<file path="src/hw/cwe_consts.svh">
// Constants of the socket window enable and I/O window control block.
// Assumes a 100 MHz clk; included by the package users of the cwe block.
`ifndef CWE_CONSTS_SVH
`define CWE_CONSTS_SVH

`define CWE_IDX_WIN_EN   8'h06
`define CWE_IDX_IO_CTL   8'h07
`define CWE_IDX_SOCK_BIT 6
`define CWE_IDX_SOCK1    8'h40
`define CWE_MAP_WIN_EN   12'h806
`define CWE_MAP_IO_CTL   12'h807
`define CWE_REG_RESET    8'h00
`define CWE_EN_WMASK     8'hDF
`define CWE_EN_IO1       7
`define CWE_EN_IO0       6
`define CWE_EN_RSVD      5
`define CWE_MEM_WINS     3'h5
`define CWE_IO_FIXED     0
`define CWE_IO_AUTO      1
`define CWE_IO_SHORT     2
`define CWE_IO_STRETCH   3
`define CWE_CLK_NS       10
`define CWE_ISA_CLK_NS   125
`define CWE_ISA_CLK_CYC  ((`CWE_ISA_CLK_NS + `CWE_CLK_NS - 1) / `CWE_CLK_NS)
`define CWE_STD8_ISA     4'h6
`define CWE_STD16_ISA    4'h3
`define CWE_SHORT8_ISA   4'h3
`define CWE_WAIT_ISA     4'h1
`define CWE_TMR_LAST     8'h01

`endif

</file>
<file path="src/hw/cwe_pkg.sv">
// Types shared by the window control block and its cycle timer.
// Assumes nothing beyond a SystemVerilog compiler.
package cwe_pkg;

	typedef enum logic {TMR_IDLE, TMR_RUN} cwe_tmr_e;

	typedef struct packed {
		cwe_tmr_e   phase;
		logic [7:0] cnt;
		logic       done;
	} cwe_tmr_s;

	typedef struct packed {
		logic [1:0][7:0] winEn;
		logic [1:0][7:0] ioCtl;
		logic [1:0]      wideSync1;
		logic [1:0]      wideSync2;
		logic [1:0]      wide;
		logic [7:0]      rdata;
		logic            ack;
	} cwe_main_s;

endpackage

</file>
<file path="src/hw/cwe_cycle_timer.sv">
// Counts out the length of one card I/O cycle in host clocks.
// Assumes start only while not busy and len of at least one.
`timescale 1ns/1ps
`include "cwe_consts.svh"

module cwe_cycle_timer
(
	// Clock and reset
	input  wire logic       clk,
	input  wire logic       reset_n,
	input  wire logic       ce,
	// Cycle control
	input  wire logic       start,
	input  wire logic [7:0] len,
	output logic            busy,
	output logic            done
);
	import cwe_pkg::*;

	cwe_tmr_s st_ff;
	cwe_tmr_s nxt_st;

	always_comb
	begin
		nxt_st = st_ff;
		nxt_st.done = 1'b0;
		case (st_ff.phase)
			TMR_IDLE:
			begin
				if (start)
				begin
					nxt_st.phase = TMR_RUN;
					nxt_st.cnt = len;
				end
			end
			TMR_RUN:
			begin
				if (st_ff.cnt == `CWE_TMR_LAST)
				begin
					nxt_st.phase = TMR_IDLE;
					nxt_st.cnt = `CWE_REG_RESET;
					nxt_st.done = 1'b1;
				end
				else
					nxt_st.cnt = st_ff.cnt - `CWE_TMR_LAST;
			end
			default:
				nxt_st = '0;
		endcase
	end

	always_ff @(posedge clk or negedge reset_n)
	begin
		if (!reset_n)
			st_ff <= '0;
		else if (ce)
			st_ff <= nxt_st;
	end

	assign busy = (st_ff.phase == TMR_RUN);
	assign done = st_ff.done;
endmodule

</file>
<file path="src/hw/cwe_window_ctrl.sv">
// Per-socket window enable and I/O window control registers, two sockets.
// Assumes host cycle requests and register strobes come from logic on clk;
// the card wide indication pins are asynchronous and get synchronised here.
`timescale 1ns/1ps
`include "cwe_consts.svh"

module cwe_window_ctrl
#(
	parameter int ISA_CLK_CYC = `CWE_ISA_CLK_CYC
)
(
	// Clock and reset
	input  wire logic            clk,
	input  wire logic            reset_n,
	input  wire logic            ce,
	// Register port
	input  wire logic            regMapped,
	input  wire logic            regFunc,
	input  wire logic [11:0]     regAddr,
	input  wire logic            regWr,
	input  wire logic            regRd,
	input  wire logic [7:0]      regWdata,
	output logic      [7:0]      regRdata,
	output logic                 regAck,
	// Host cycles, one lane per socket
	input  wire logic [1:0]      cycReq,
	input  wire logic [1:0]      cycIo,
	input  wire logic [1:0][2:0] cycWin,
	output logic      [1:0]      cycClaim,
	output logic      [1:0]      cycBusy,
	output logic      [1:0]      cycDone,
	output logic      [1:0]      cycWide,
	// Window state for the address decoders
	output logic      [1:0]      ioWindow1Open,
	output logic      [1:0]      ioWindow0Open,
	output logic      [1:0][4:0] memWindowOpen,
	// Card pins
	input  wire logic [1:0]      cardIoWideIndication
);
	import cwe_pkg::*;

	cwe_main_s st_ff;
	cwe_main_s nxt_st;

	logic            regSock;
	logic            hitEn;
	logic            hitCtl;
	logic [1:0]      winOpen;
	logic [1:0]      wideSel;
	logic [1:0][3:0] ctlSel;
	logic [1:0][3:0] isaCnt;
	logic [1:0][7:0] ioLen;
	logic [1:0]      tmrStart;
	logic [1:0]      tmrBusy;
	logic [1:0]      tmrDone;

	// Register address decode, index form or socket-mapped form
	always_comb
	begin
		regSock = 1'b0;
		hitEn = 1'b0;
		hitCtl = 1'b0;
		if (regMapped)
		begin
			regSock = regFunc;
			hitEn = (regAddr == `CWE_MAP_WIN_EN);
			hitCtl = (regAddr == `CWE_MAP_IO_CTL);
		end
		else if ((regAddr & ~{4'h0, `CWE_IDX_SOCK1}) <= {4'h0, `CWE_IDX_IO_CTL})
		begin
			regSock = regAddr[`CWE_IDX_SOCK_BIT];
			hitEn = ({4'h0, regAddr[7:0] & ~`CWE_IDX_SOCK1} == {4'h0, `CWE_IDX_WIN_EN});
			hitCtl = ({4'h0, regAddr[7:0] & ~`CWE_IDX_SOCK1} == {4'h0, `CWE_IDX_IO_CTL});
		end
	end

	// Window selection, width and cycle length per socket
	always_comb
	begin
		for (int s = 0; s < 2; s++)
		begin
			ctlSel[s] = cycWin[s][0] ? st_ff.ioCtl[s][7:4] : st_ff.ioCtl[s][3:0];
			if (cycIo[s])
				winOpen[s] = st_ff.winEn[s][cycWin[s][0] ? `CWE_EN_IO1 : `CWE_EN_IO0];
			else
				winOpen[s] = (cycWin[s] < `CWE_MEM_WINS) && st_ff.winEn[s][cycWin[s]];
			if (ctlSel[s][`CWE_IO_AUTO])
				wideSel[s] = st_ff.wideSync2[s];
			else
				wideSel[s] = ctlSel[s][`CWE_IO_FIXED];
			if (wideSel[s])
				isaCnt[s] = `CWE_STD16_ISA
					+ (ctlSel[s][`CWE_IO_STRETCH] ? `CWE_WAIT_ISA : 4'h0);
			else
				isaCnt[s] = ctlSel[s][`CWE_IO_SHORT] ? `CWE_SHORT8_ISA
					: `CWE_STD8_ISA;
			ioLen[s] = 8'(isaCnt[s] * ISA_CLK_CYC);
			cycClaim[s] = ce && cycReq[s] && winOpen[s]
				&& !(cycIo[s] && tmrBusy[s]);
			tmrStart[s] = cycClaim[s] && cycIo[s];
		end
	end

	// Register writes, reads and pin synchronisers
	always_comb
	begin
		nxt_st = st_ff;
		nxt_st.ack = regWr || regRd;
		nxt_st.wideSync1 = cardIoWideIndication;
		nxt_st.wideSync2 = st_ff.wideSync1;
		if (regWr && hitEn)
			nxt_st.winEn[regSock] = regWdata & `CWE_EN_WMASK;
		if (regWr && hitCtl)
			nxt_st.ioCtl[regSock] = regWdata;
		if (regRd)
		begin
			if (hitEn)
				nxt_st.rdata = st_ff.winEn[regSock];
			else if (hitCtl)
				nxt_st.rdata = st_ff.ioCtl[regSock];
			else
				nxt_st.rdata = `CWE_REG_RESET;
		end
		for (int s = 0; s < 2; s++)
		begin
			if (tmrStart[s])
				nxt_st.wide[s] = wideSel[s];
		end
	end

	always_ff @(posedge clk or negedge reset_n)
	begin
		if (!reset_n)
			st_ff <= '0;
		else if (ce)
			st_ff <= nxt_st;
	end

	// Cycle timers, one per socket
	genvar g;
	generate
		for (g = 0; g < 2; g++)
		begin : gTmr
			cwe_cycle_timer uTimer
			(
				.clk     (clk),
				.reset_n (reset_n),
				.ce      (ce),
				.start   (tmrStart[g]),
				.len     (ioLen[g]),
				.busy    (tmrBusy[g]),
				.done    (tmrDone[g])
			);
			assign ioWindow1Open[g] = st_ff.winEn[g][`CWE_EN_IO1];
			assign ioWindow0Open[g] = st_ff.winEn[g][`CWE_EN_IO0];
			assign memWindowOpen[g] = st_ff.winEn[g][4:0];
		end
	endgenerate

	assign regRdata = st_ff.rdata;
	assign regAck = st_ff.ack;
	assign cycBusy = tmrBusy;
	assign cycDone = tmrDone;
	assign cycWide = st_ff.wide;

	generate
		for (g = 0; g < 2; g++)
		begin : gChk

		end
	endgenerate
endmodule

</file>
<file path="config.mk">
export PLATFORM = sky130hd
export DESIGN_NAME = cwe_window_ctrl
export DESIGN_NICKNAME = d
export VERILOG_FILES = /design/src/hw/cwe_pkg.sv /design/src/hw/cwe_cycle_timer.sv /design/src/hw/cwe_window_ctrl.sv
export VERILOG_INCLUDE_DIRS = /design/src /design/src/hw
export SDC_FILE = /design/constraint.sdc
export NUM_CORES = 1
export LEC_CHECK = 0
export BUFFER_PORTS_ARGS = -buffer_cell sky130_fd_sc_hd__buf_4
export CORE_UTILIZATION = 48
export CTS_BUF_LIST = sky130_fd_sc_hd__clkbuf_16
export CTS_CLUSTER_SIZE = 16
export DETAILED_ROUTE_END_ITERATION = 6
export GPL_TIMING_DRIVEN = 0
export PLACE_DENSITY = 0.73
export SLEW_MARGIN = 20
export SYNTH_ARGS = -nofsm -noshare
export SYNTH_HDL_FRONTEND = slang
export SYNTH_SLANG_ARGS = --single-unit
</file>
<file path="constraint.sdc">
create_clock -name clk -period 2.6 [get_ports clk]
set_input_delay 0.13 -clock clk [delete_from_list [all_inputs] [get_ports clk]]
set_output_delay 0.13 -clock clk [all_outputs]
set_load 0.05 [all_outputs]
</file>
==> run summary, run 1 <==
FP Rows = 31
crit path capture type = register
share of cells above drive strength 1 = 40.3%
Final ANT Viol Nets = 0
Fin. Hold Viols = 0
first-pass GRT wire length = 14,100 um
WL/cell = 17.1 um
Top Ports = 70
Synth Net Count = 376
Chip Height = 89.4 um
# setup viols final = 0
CTS tree = built
Starting Density = 50.1%
setup TNS = 0 ns
Ys Warns = 0
Final Util = 63.5%
Num CTS Buffers = 9
Global Route Usage Sum = 24.5%
CP arrival = 2.55 ns
minimum clock period = 2.34 ns
global route total overflow = 0
LEAKAGE = 2.30 nW
CTS sink count = 65
EDFF count, synth = 0
post-synthesis sequential area ratio = 44.3%
CTS clk-pin slew, worst paths = 0.06 ns
Peak VDD IR = 381 uV
Residual DRC = 0
vias per cell = 5.52
initial antenna violation count = 0
FF+latch count, synth = 65
Syn Inst Count = 333
die span in x = 89.4 um
PD cells = 559 nW/um^2
synth unique cells = 56
Slew Viols, Final = 0
Worst Hold Class = in2reg
commonest non-fill, non-tap cell in the layout = buf_4
Final period util = 89.9%
Syn Area/Cell = 11.0 um^2
Max Freq = 428 MHz
status = completed
DRT Pass-1 Iters = 4
RSZ-0062 raised after global routing = no
Max Cap Viol = 0
nets@finish = 455
Total Routed Length = 8850 um
Async SR Flop Fraction = 100%
worst slew pin tran = 0.923 ns
Setup CP Type = reg2reg
Cell Area, Synth = 3670 um^2
Vias = 2,848
skew final = 0.00592 ns
Worst EP required = 2.81 ns
Die ar. = 8000 um^2
most frequent cells in the layout = 95 x buf_4, 65 x dfrtp_1, 32 x mux2_2, 25 x mux2i_1, 22 x o21ai_0
area delta synth->final = 26.9%
clk buf depth = 2
clk_lat worst skew = 0.33 ns
Port Buffers = 67
worst relative slew slack = 38.5%
DPL Wire Length = 6460 um
predominant post-synthesis flop cell = dfrtp_1
critical path fanouts, max = 5
largest net degree at the start of global routing = 66
CTS H-tree lvls = 3
vias in the first global route = 2,779
Ant. Diodes = 0
fillers = 584
crit path launch type = register
initial detailed-routing violation count = 88
GPL Wtd Cong = 0.861
Clock Tree Root = clkbuf_16
core area = 7330 um^2
[synthesized netlist by cell type, types with 3 or more instances]
| master | number | area (um^2) |
|---|---|---|
| o221ai_1 | 7 | 61.3 |
| nand3_1 | 4 | 20.0 |
| a21oi_1 | 10 | 50.1 |
| clkbuf_1 | 5 | 18.8 |
| nand2_1 | 19 | 71.3 |
| o21ai_0 | 22 | 110 |
| buf_2 | 3 | 15.0 |
| or2_2 | 3 | 18.8 |
| nor2_1 | 17 | 63.8 |
| dfrtp_1 | 65 | 1630 |
| nor2b_1 | 4 | 25.0 |
| ha_1 | 4 | 50.1 |
| nand2b_1 | 3 | 18.8 |
| mux2_4 | 8 | 120 |
| or3_1 | 3 | 18.8 |
| nor3_1 | 7 | 35.0 |
| nand4_1 | 3 | 18.8 |
| inv_1 | 13 | 48.8 |
| nor3b_1 | 3 | 22.5 |
| mux2_2 | 32 | 360 |
| buf_4 | 28 | 210 |
| mux2i_1 | 25 | 250 |
[critical path, stage by stage, from the launching register on]
cell and delay [ns]:
dfrtp_1 0.39, inv_1 0.08, ha_1 0.17, or4b_2 0.66, o21ai_0 0.50, o22ai_1 0.14
mux2_2 0.27
[area by class of cell]
class                      instances  area [um^2]  share of cell area, %
clock inverter                     7          119                   2.55
sequential                        65         1630                   34.9
timing repair buffer              68          513                   11.0
inverter                          13         48.8                   1.05
multi-input combinational        217         1740                   37.4
clock buffer                       9          225                   4.84
buffer                            38          259                   5.56
tap                               99          124                   2.66
[through the flow]
step                std cells  setup WS, ns  instance area, um^2  hold WS [ns]  total power, mW
global placement          499         0.102                 4300         0.276             1.23
finish                    516         0.262                 4660        0.0374             2.60
CTS                       516         0.267                 4650        0.0335             2.62
detailed placement        499        0.0431                 4300         0.272             1.24
floorplan                 333         0.542                 3670        -0.166             1.14
global route              516         0.132                 4660        0.0380             2.68
[flip-flops by register name (all words and copies together) (netlist names), 8 cells and up]
name,flops
gTmr.uTimer.st_ff,16
memWindowOpen,10
regRdata,8
st_ff,18
[metal layers]
| metal | track usage, % | vias to the layer above | part of all wire (%) |
|---|---|---|---|
| li1 | - | 1352 | - |
| met1 | 31.1 | 1418 | 42 |
| met2 | 41.7 | 71 | 52 |
| met3 | 5.26 | 7 | 5.1 |
| met4 | 7.94 | 0 | 1.1 |
| met5 | 0 | - | 0 |
[cell families (layout without fill, tap and decap cells)]
logic type	count (synthesis)	in the layout	synth area share (%)
buffers and inverters	51	135	8.39
DFF	65	65	44.3
adders and majority gates	4	4	1.36
muxes	67	67	21.1
AOI/OAI and AO/OA	62	62	11.4
and+or+nand+nor	84	84	13.4
[worst paths after layout]
check,slack [ns],from,cells after the start,end
min in group asynchronous,0.43,reset_n,2,gTmr[1].uTimer.st_ff[8]
hold reg to reg,0.51,regRdata[0],2,regRdata[0]
hold / removal,0.04,cardIoWideIndication[1],2,nxt_st[12]
setup reg to reg,0.26,gTmr[1].uTimer.st_ff[2],6,gTmr[1].uTimer.st_ff[1]
max in group asynchronous,1.64,reset_n,2,memWindowOpen[0]
setup / recovery,0.26,gTmr[1].uTimer.st_ff[2],6,gTmr[1].uTimer.st_ff[1]
[power breakdown]
group	switching, mW	internal [mW]
combinational	0.0996	0.0793
sequential	0.0130	1.03
clock	0.451	0.935
[what timing repair did]
action                                 CTS  global route
setup buffers                            0             0
resized for setup                        0             0
endpoints found under the hold margin   65             0
hold buffers                             1             0
(Power assumes the default switching activity.)
==> inputs of run 2 (changes only) <==
--- a/config.mk
+++ b/config.mk
@@ -6,13 +6,17 @@
 export SDC_FILE = /design/constraint.sdc
 export NUM_CORES = 1
 export LEC_CHECK = 0
+export ABC_CLOCK_PERIOD_IN_PS = 2600
 export BUFFER_PORTS_ARGS = -buffer_cell sky130_fd_sc_hd__buf_4
-export CORE_UTILIZATION = 48
+export CAP_MARGIN = 25
+export CELL_PAD_IN_SITES_DETAIL_PLACEMENT = 1
+export CELL_PAD_IN_SITES_GLOBAL_PLACEMENT = 2
+export CORE_UTILIZATION = 36
 export CTS_BUF_LIST = sky130_fd_sc_hd__clkbuf_16
 export CTS_CLUSTER_SIZE = 16
 export DETAILED_ROUTE_END_ITERATION = 6
 export GPL_TIMING_DRIVEN = 0
-export PLACE_DENSITY = 0.73
+export PLACE_DENSITY = 0.82
 export SLEW_MARGIN = 20
 export SYNTH_ARGS = -nofsm -noshare
 export SYNTH_HDL_FRONTEND = slang
==> run 2 against run 1 <==
- critical path depth fell by 1
- non-clock buffer count is the same
- sequential share of layout area decreased by 0.27 points
- final cell count rose by 6.6%
- highest routed layer unchanged
- first-iteration DRC count grew 33%
==> run summary, run 2 (synthesized netlist as in run 1, its figures left out) <==
status = completed
die span in x = 103 um (+15%)
Num CTS Buffers = 9 (unchanged)
global route total overflow = 0 (unchanged)
Worst path most repeated cell = mux2_2
CTS tree = built
Final ANT Viol Nets = 0 (unchanged)
Slew Viols, Final = 0 (unchanged)
GPL Wtd Cong = 0.780 (-9.5%)
DRT Pass-1 Iters = 4 (unchanged)
crit path capture type = register
LEAKAGE = 2.30 nW (+0.17%)
share of cells above drive strength 1 = 40.0% (-0.24 points)
CTS H-tree lvls = 3 (unchanged)
Chip Height = 103 um (+15%)
fillers = 1,137 (+95%)
nets@finish = 455 (unchanged)
Worst EP required = 2.87 ns (+0.06 ns)
minimum clock period = 2.27 ns (-0.0675 ns)
WL/cell = 18.0 um (+5.1%)
Setup CP Type = reg2reg
Final period util = 87.3% (-2.6 points)
Top Ports = 70 (unchanged)
CP Cell Sequence = mux2_2 > nor4bb_1 > o21ai_0 > o22ai_1 > mux2_2
clk buf depth = 2 (unchanged)
setup TNS = 0 ns (unchanged)
PD cells = 557 nW/um^2 (-0.43%)
skew final = 0.00847 ns (+0.00255 ns)
placed insts = 533 (+6.8%)
core area = 9820 um^2 (+34%)
clk_lat worst skew = 0.33 ns (about the same)
worst path bufs/invs = 0 (-1)
placed inst area = 4340 um^2 (+0.99%)
Peak VDD IR = 305 uV (-20%)
CTS clk-pin slew, worst paths = 0.06 ns (about the same)
total setup buffers inserted after CTS = 0 (unchanged)
Worst path slowest cell = nor4bb_1
FP Rows = 36 (+16%)
Final Util = 47.8% (-16 points)
Worst Hold Class = in2reg
first-pass GRT wire length = 16,200 um (+15%)
DPL Wire Length = 7300 um (+13%)
cell area after layout = 4690 um^2 (+0.78%)
commonest non-fill, non-tap cell in the layout = buf_4
critical path fanouts, max = 6 (+1)
Ant. Diodes = 0 (unchanged)
largest net degree at the start of global routing = 66 (unchanged)
Max Cap Viol = 0 (unchanged)
Fin. Hold Viols = 0 (unchanged)
worst stage delay on the critical path = 0.88 ns (+0.22 ns)
most frequent cells in the layout = 95 x buf_4, 65 x dfrtp_1, 32 x mux2_2, 25 x mux2i_1, 21 x o21ai_0
vias in the first global route = 3,088 (+11%)
area delta synth->final = 27.9%
crit path launch type = register
vias per cell = 5.18 (-6.1%)
initial detailed-routing violation count = 117 (+33%)
Reg with most FFs = st_ff
Max Freq = 440 MHz (+3.0%)
Total Routed Length = 9920 um (+12%)
Port Buffers = 67 (unchanged)
CTS sink count = 65 (unchanged)
max reg flops = 18 (unchanged)
RSZ-0062 raised after global routing = no
Vias = 2,851 (+0.11%)
initial antenna violation count = 0 (unchanged)
Clock Tree Root = clkbuf_16
Global Route Usage Sum = 20.7% (-3.7 points)
worst slew pin tran = 1.02 ns (+0.0987 ns)
largest delay contributor family on the critical path = simple AND/OR/NAND/NOR gates
Starting Density = 37.4% (-13 points)
Die ar. = 10,600 um^2 (+33%)
Post-Layout Cell Count = 550 (+6.6%)
worst relative slew slack = 31.0% (-7.5 points)
# setup viols final = 0 (unchanged)
CP arrival = 2.54 ns (about the same)
Residual DRC = 0 (unchanged)
==> run 2: worst paths after layout <==
kind / from / end / slack, ns / depth (start not counted)
min reg2reg: regRdata[5] / regRdata[5] / 0.49 / 2
max in group asynchronous: reset_n / st_ff[23] / 1.58 / 2
max reg2reg: ioWindow0Open[1] / gTmr[1].uTimer.st_ff[1] / 0.33 / 5
min: cardIoWideIndication[1] / nxt_st[12] / 0.04 / 2
min in group asynchronous: reset_n / gTmr[1].uTimer.st_ff[7] / 0.45 / 2
max: ioWindow0Open[1] / gTmr[1].uTimer.st_ff[1] / 0.33 / 5
==> run 2: repair_timing <==
item | CTS | global route
endpoints found under the setup margin | 0 | 1
hold buffers | 1 | 0
resized for setup | 0 | 1
endpoints found under the hold margin | 65 | 0
==> run 2: where the power goes <==
group	internal [mW]	total, mW	switching, mW
Sequential	1.03	1.04	0.0131
Clock	0.938	1.39	0.456
Combinational	0.0792	0.181	0.102
Total	2.04	2.61	0.570
==> run 2: cell type report <==
cell class | count | area, um^2 | area share, %
buffer | 38 | 259 | 5.52
clock buffer | 9 | 225 | 4.80
clock inverter | 7 | 119 | 2.53
inverter | 13 | 48.8 | 1.04
multi-input combinational | 217 | 1740 | 37.0
sequential | 65 | 1630 | 34.7
tap | 133 | 166 | 3.55
timing repair buffer | 68 | 513 | 10.9
==> run 2: per-stage QoR <==
stage / hold WS [ns] / total power [mW] / setup WS (ns)
floorplan: -0.166 / 1.14 / 0.542
global placement: 0.292 / 1.23 / 0.183
detailed placement: 0.299 / 1.24 / 0.136
CTS: 0.0306 / 2.64 / 0.165
global route: 0.0434 / 2.71 / 0.204
finish: 0.0367 / 2.61 / 0.330
==> run 2: layer usage <==
layer  vias up  GRT usage (%)  wire, um
met5         -              0         0
met4         0           6.83       135
met3        13           2.78       286
met2        59           36.5      5130
met1      1424           26.2      4370
li1       1355              -         -
==> run 2: worst register-to-register path, cell delays in order, from the launching register on <==
cell      delay (ns)
dfrtp_1         0.43
mux2_2          0.24
nor4bb_1        0.89
o21ai_0         0.31
o22ai_1         0.18
mux2_2          0.17
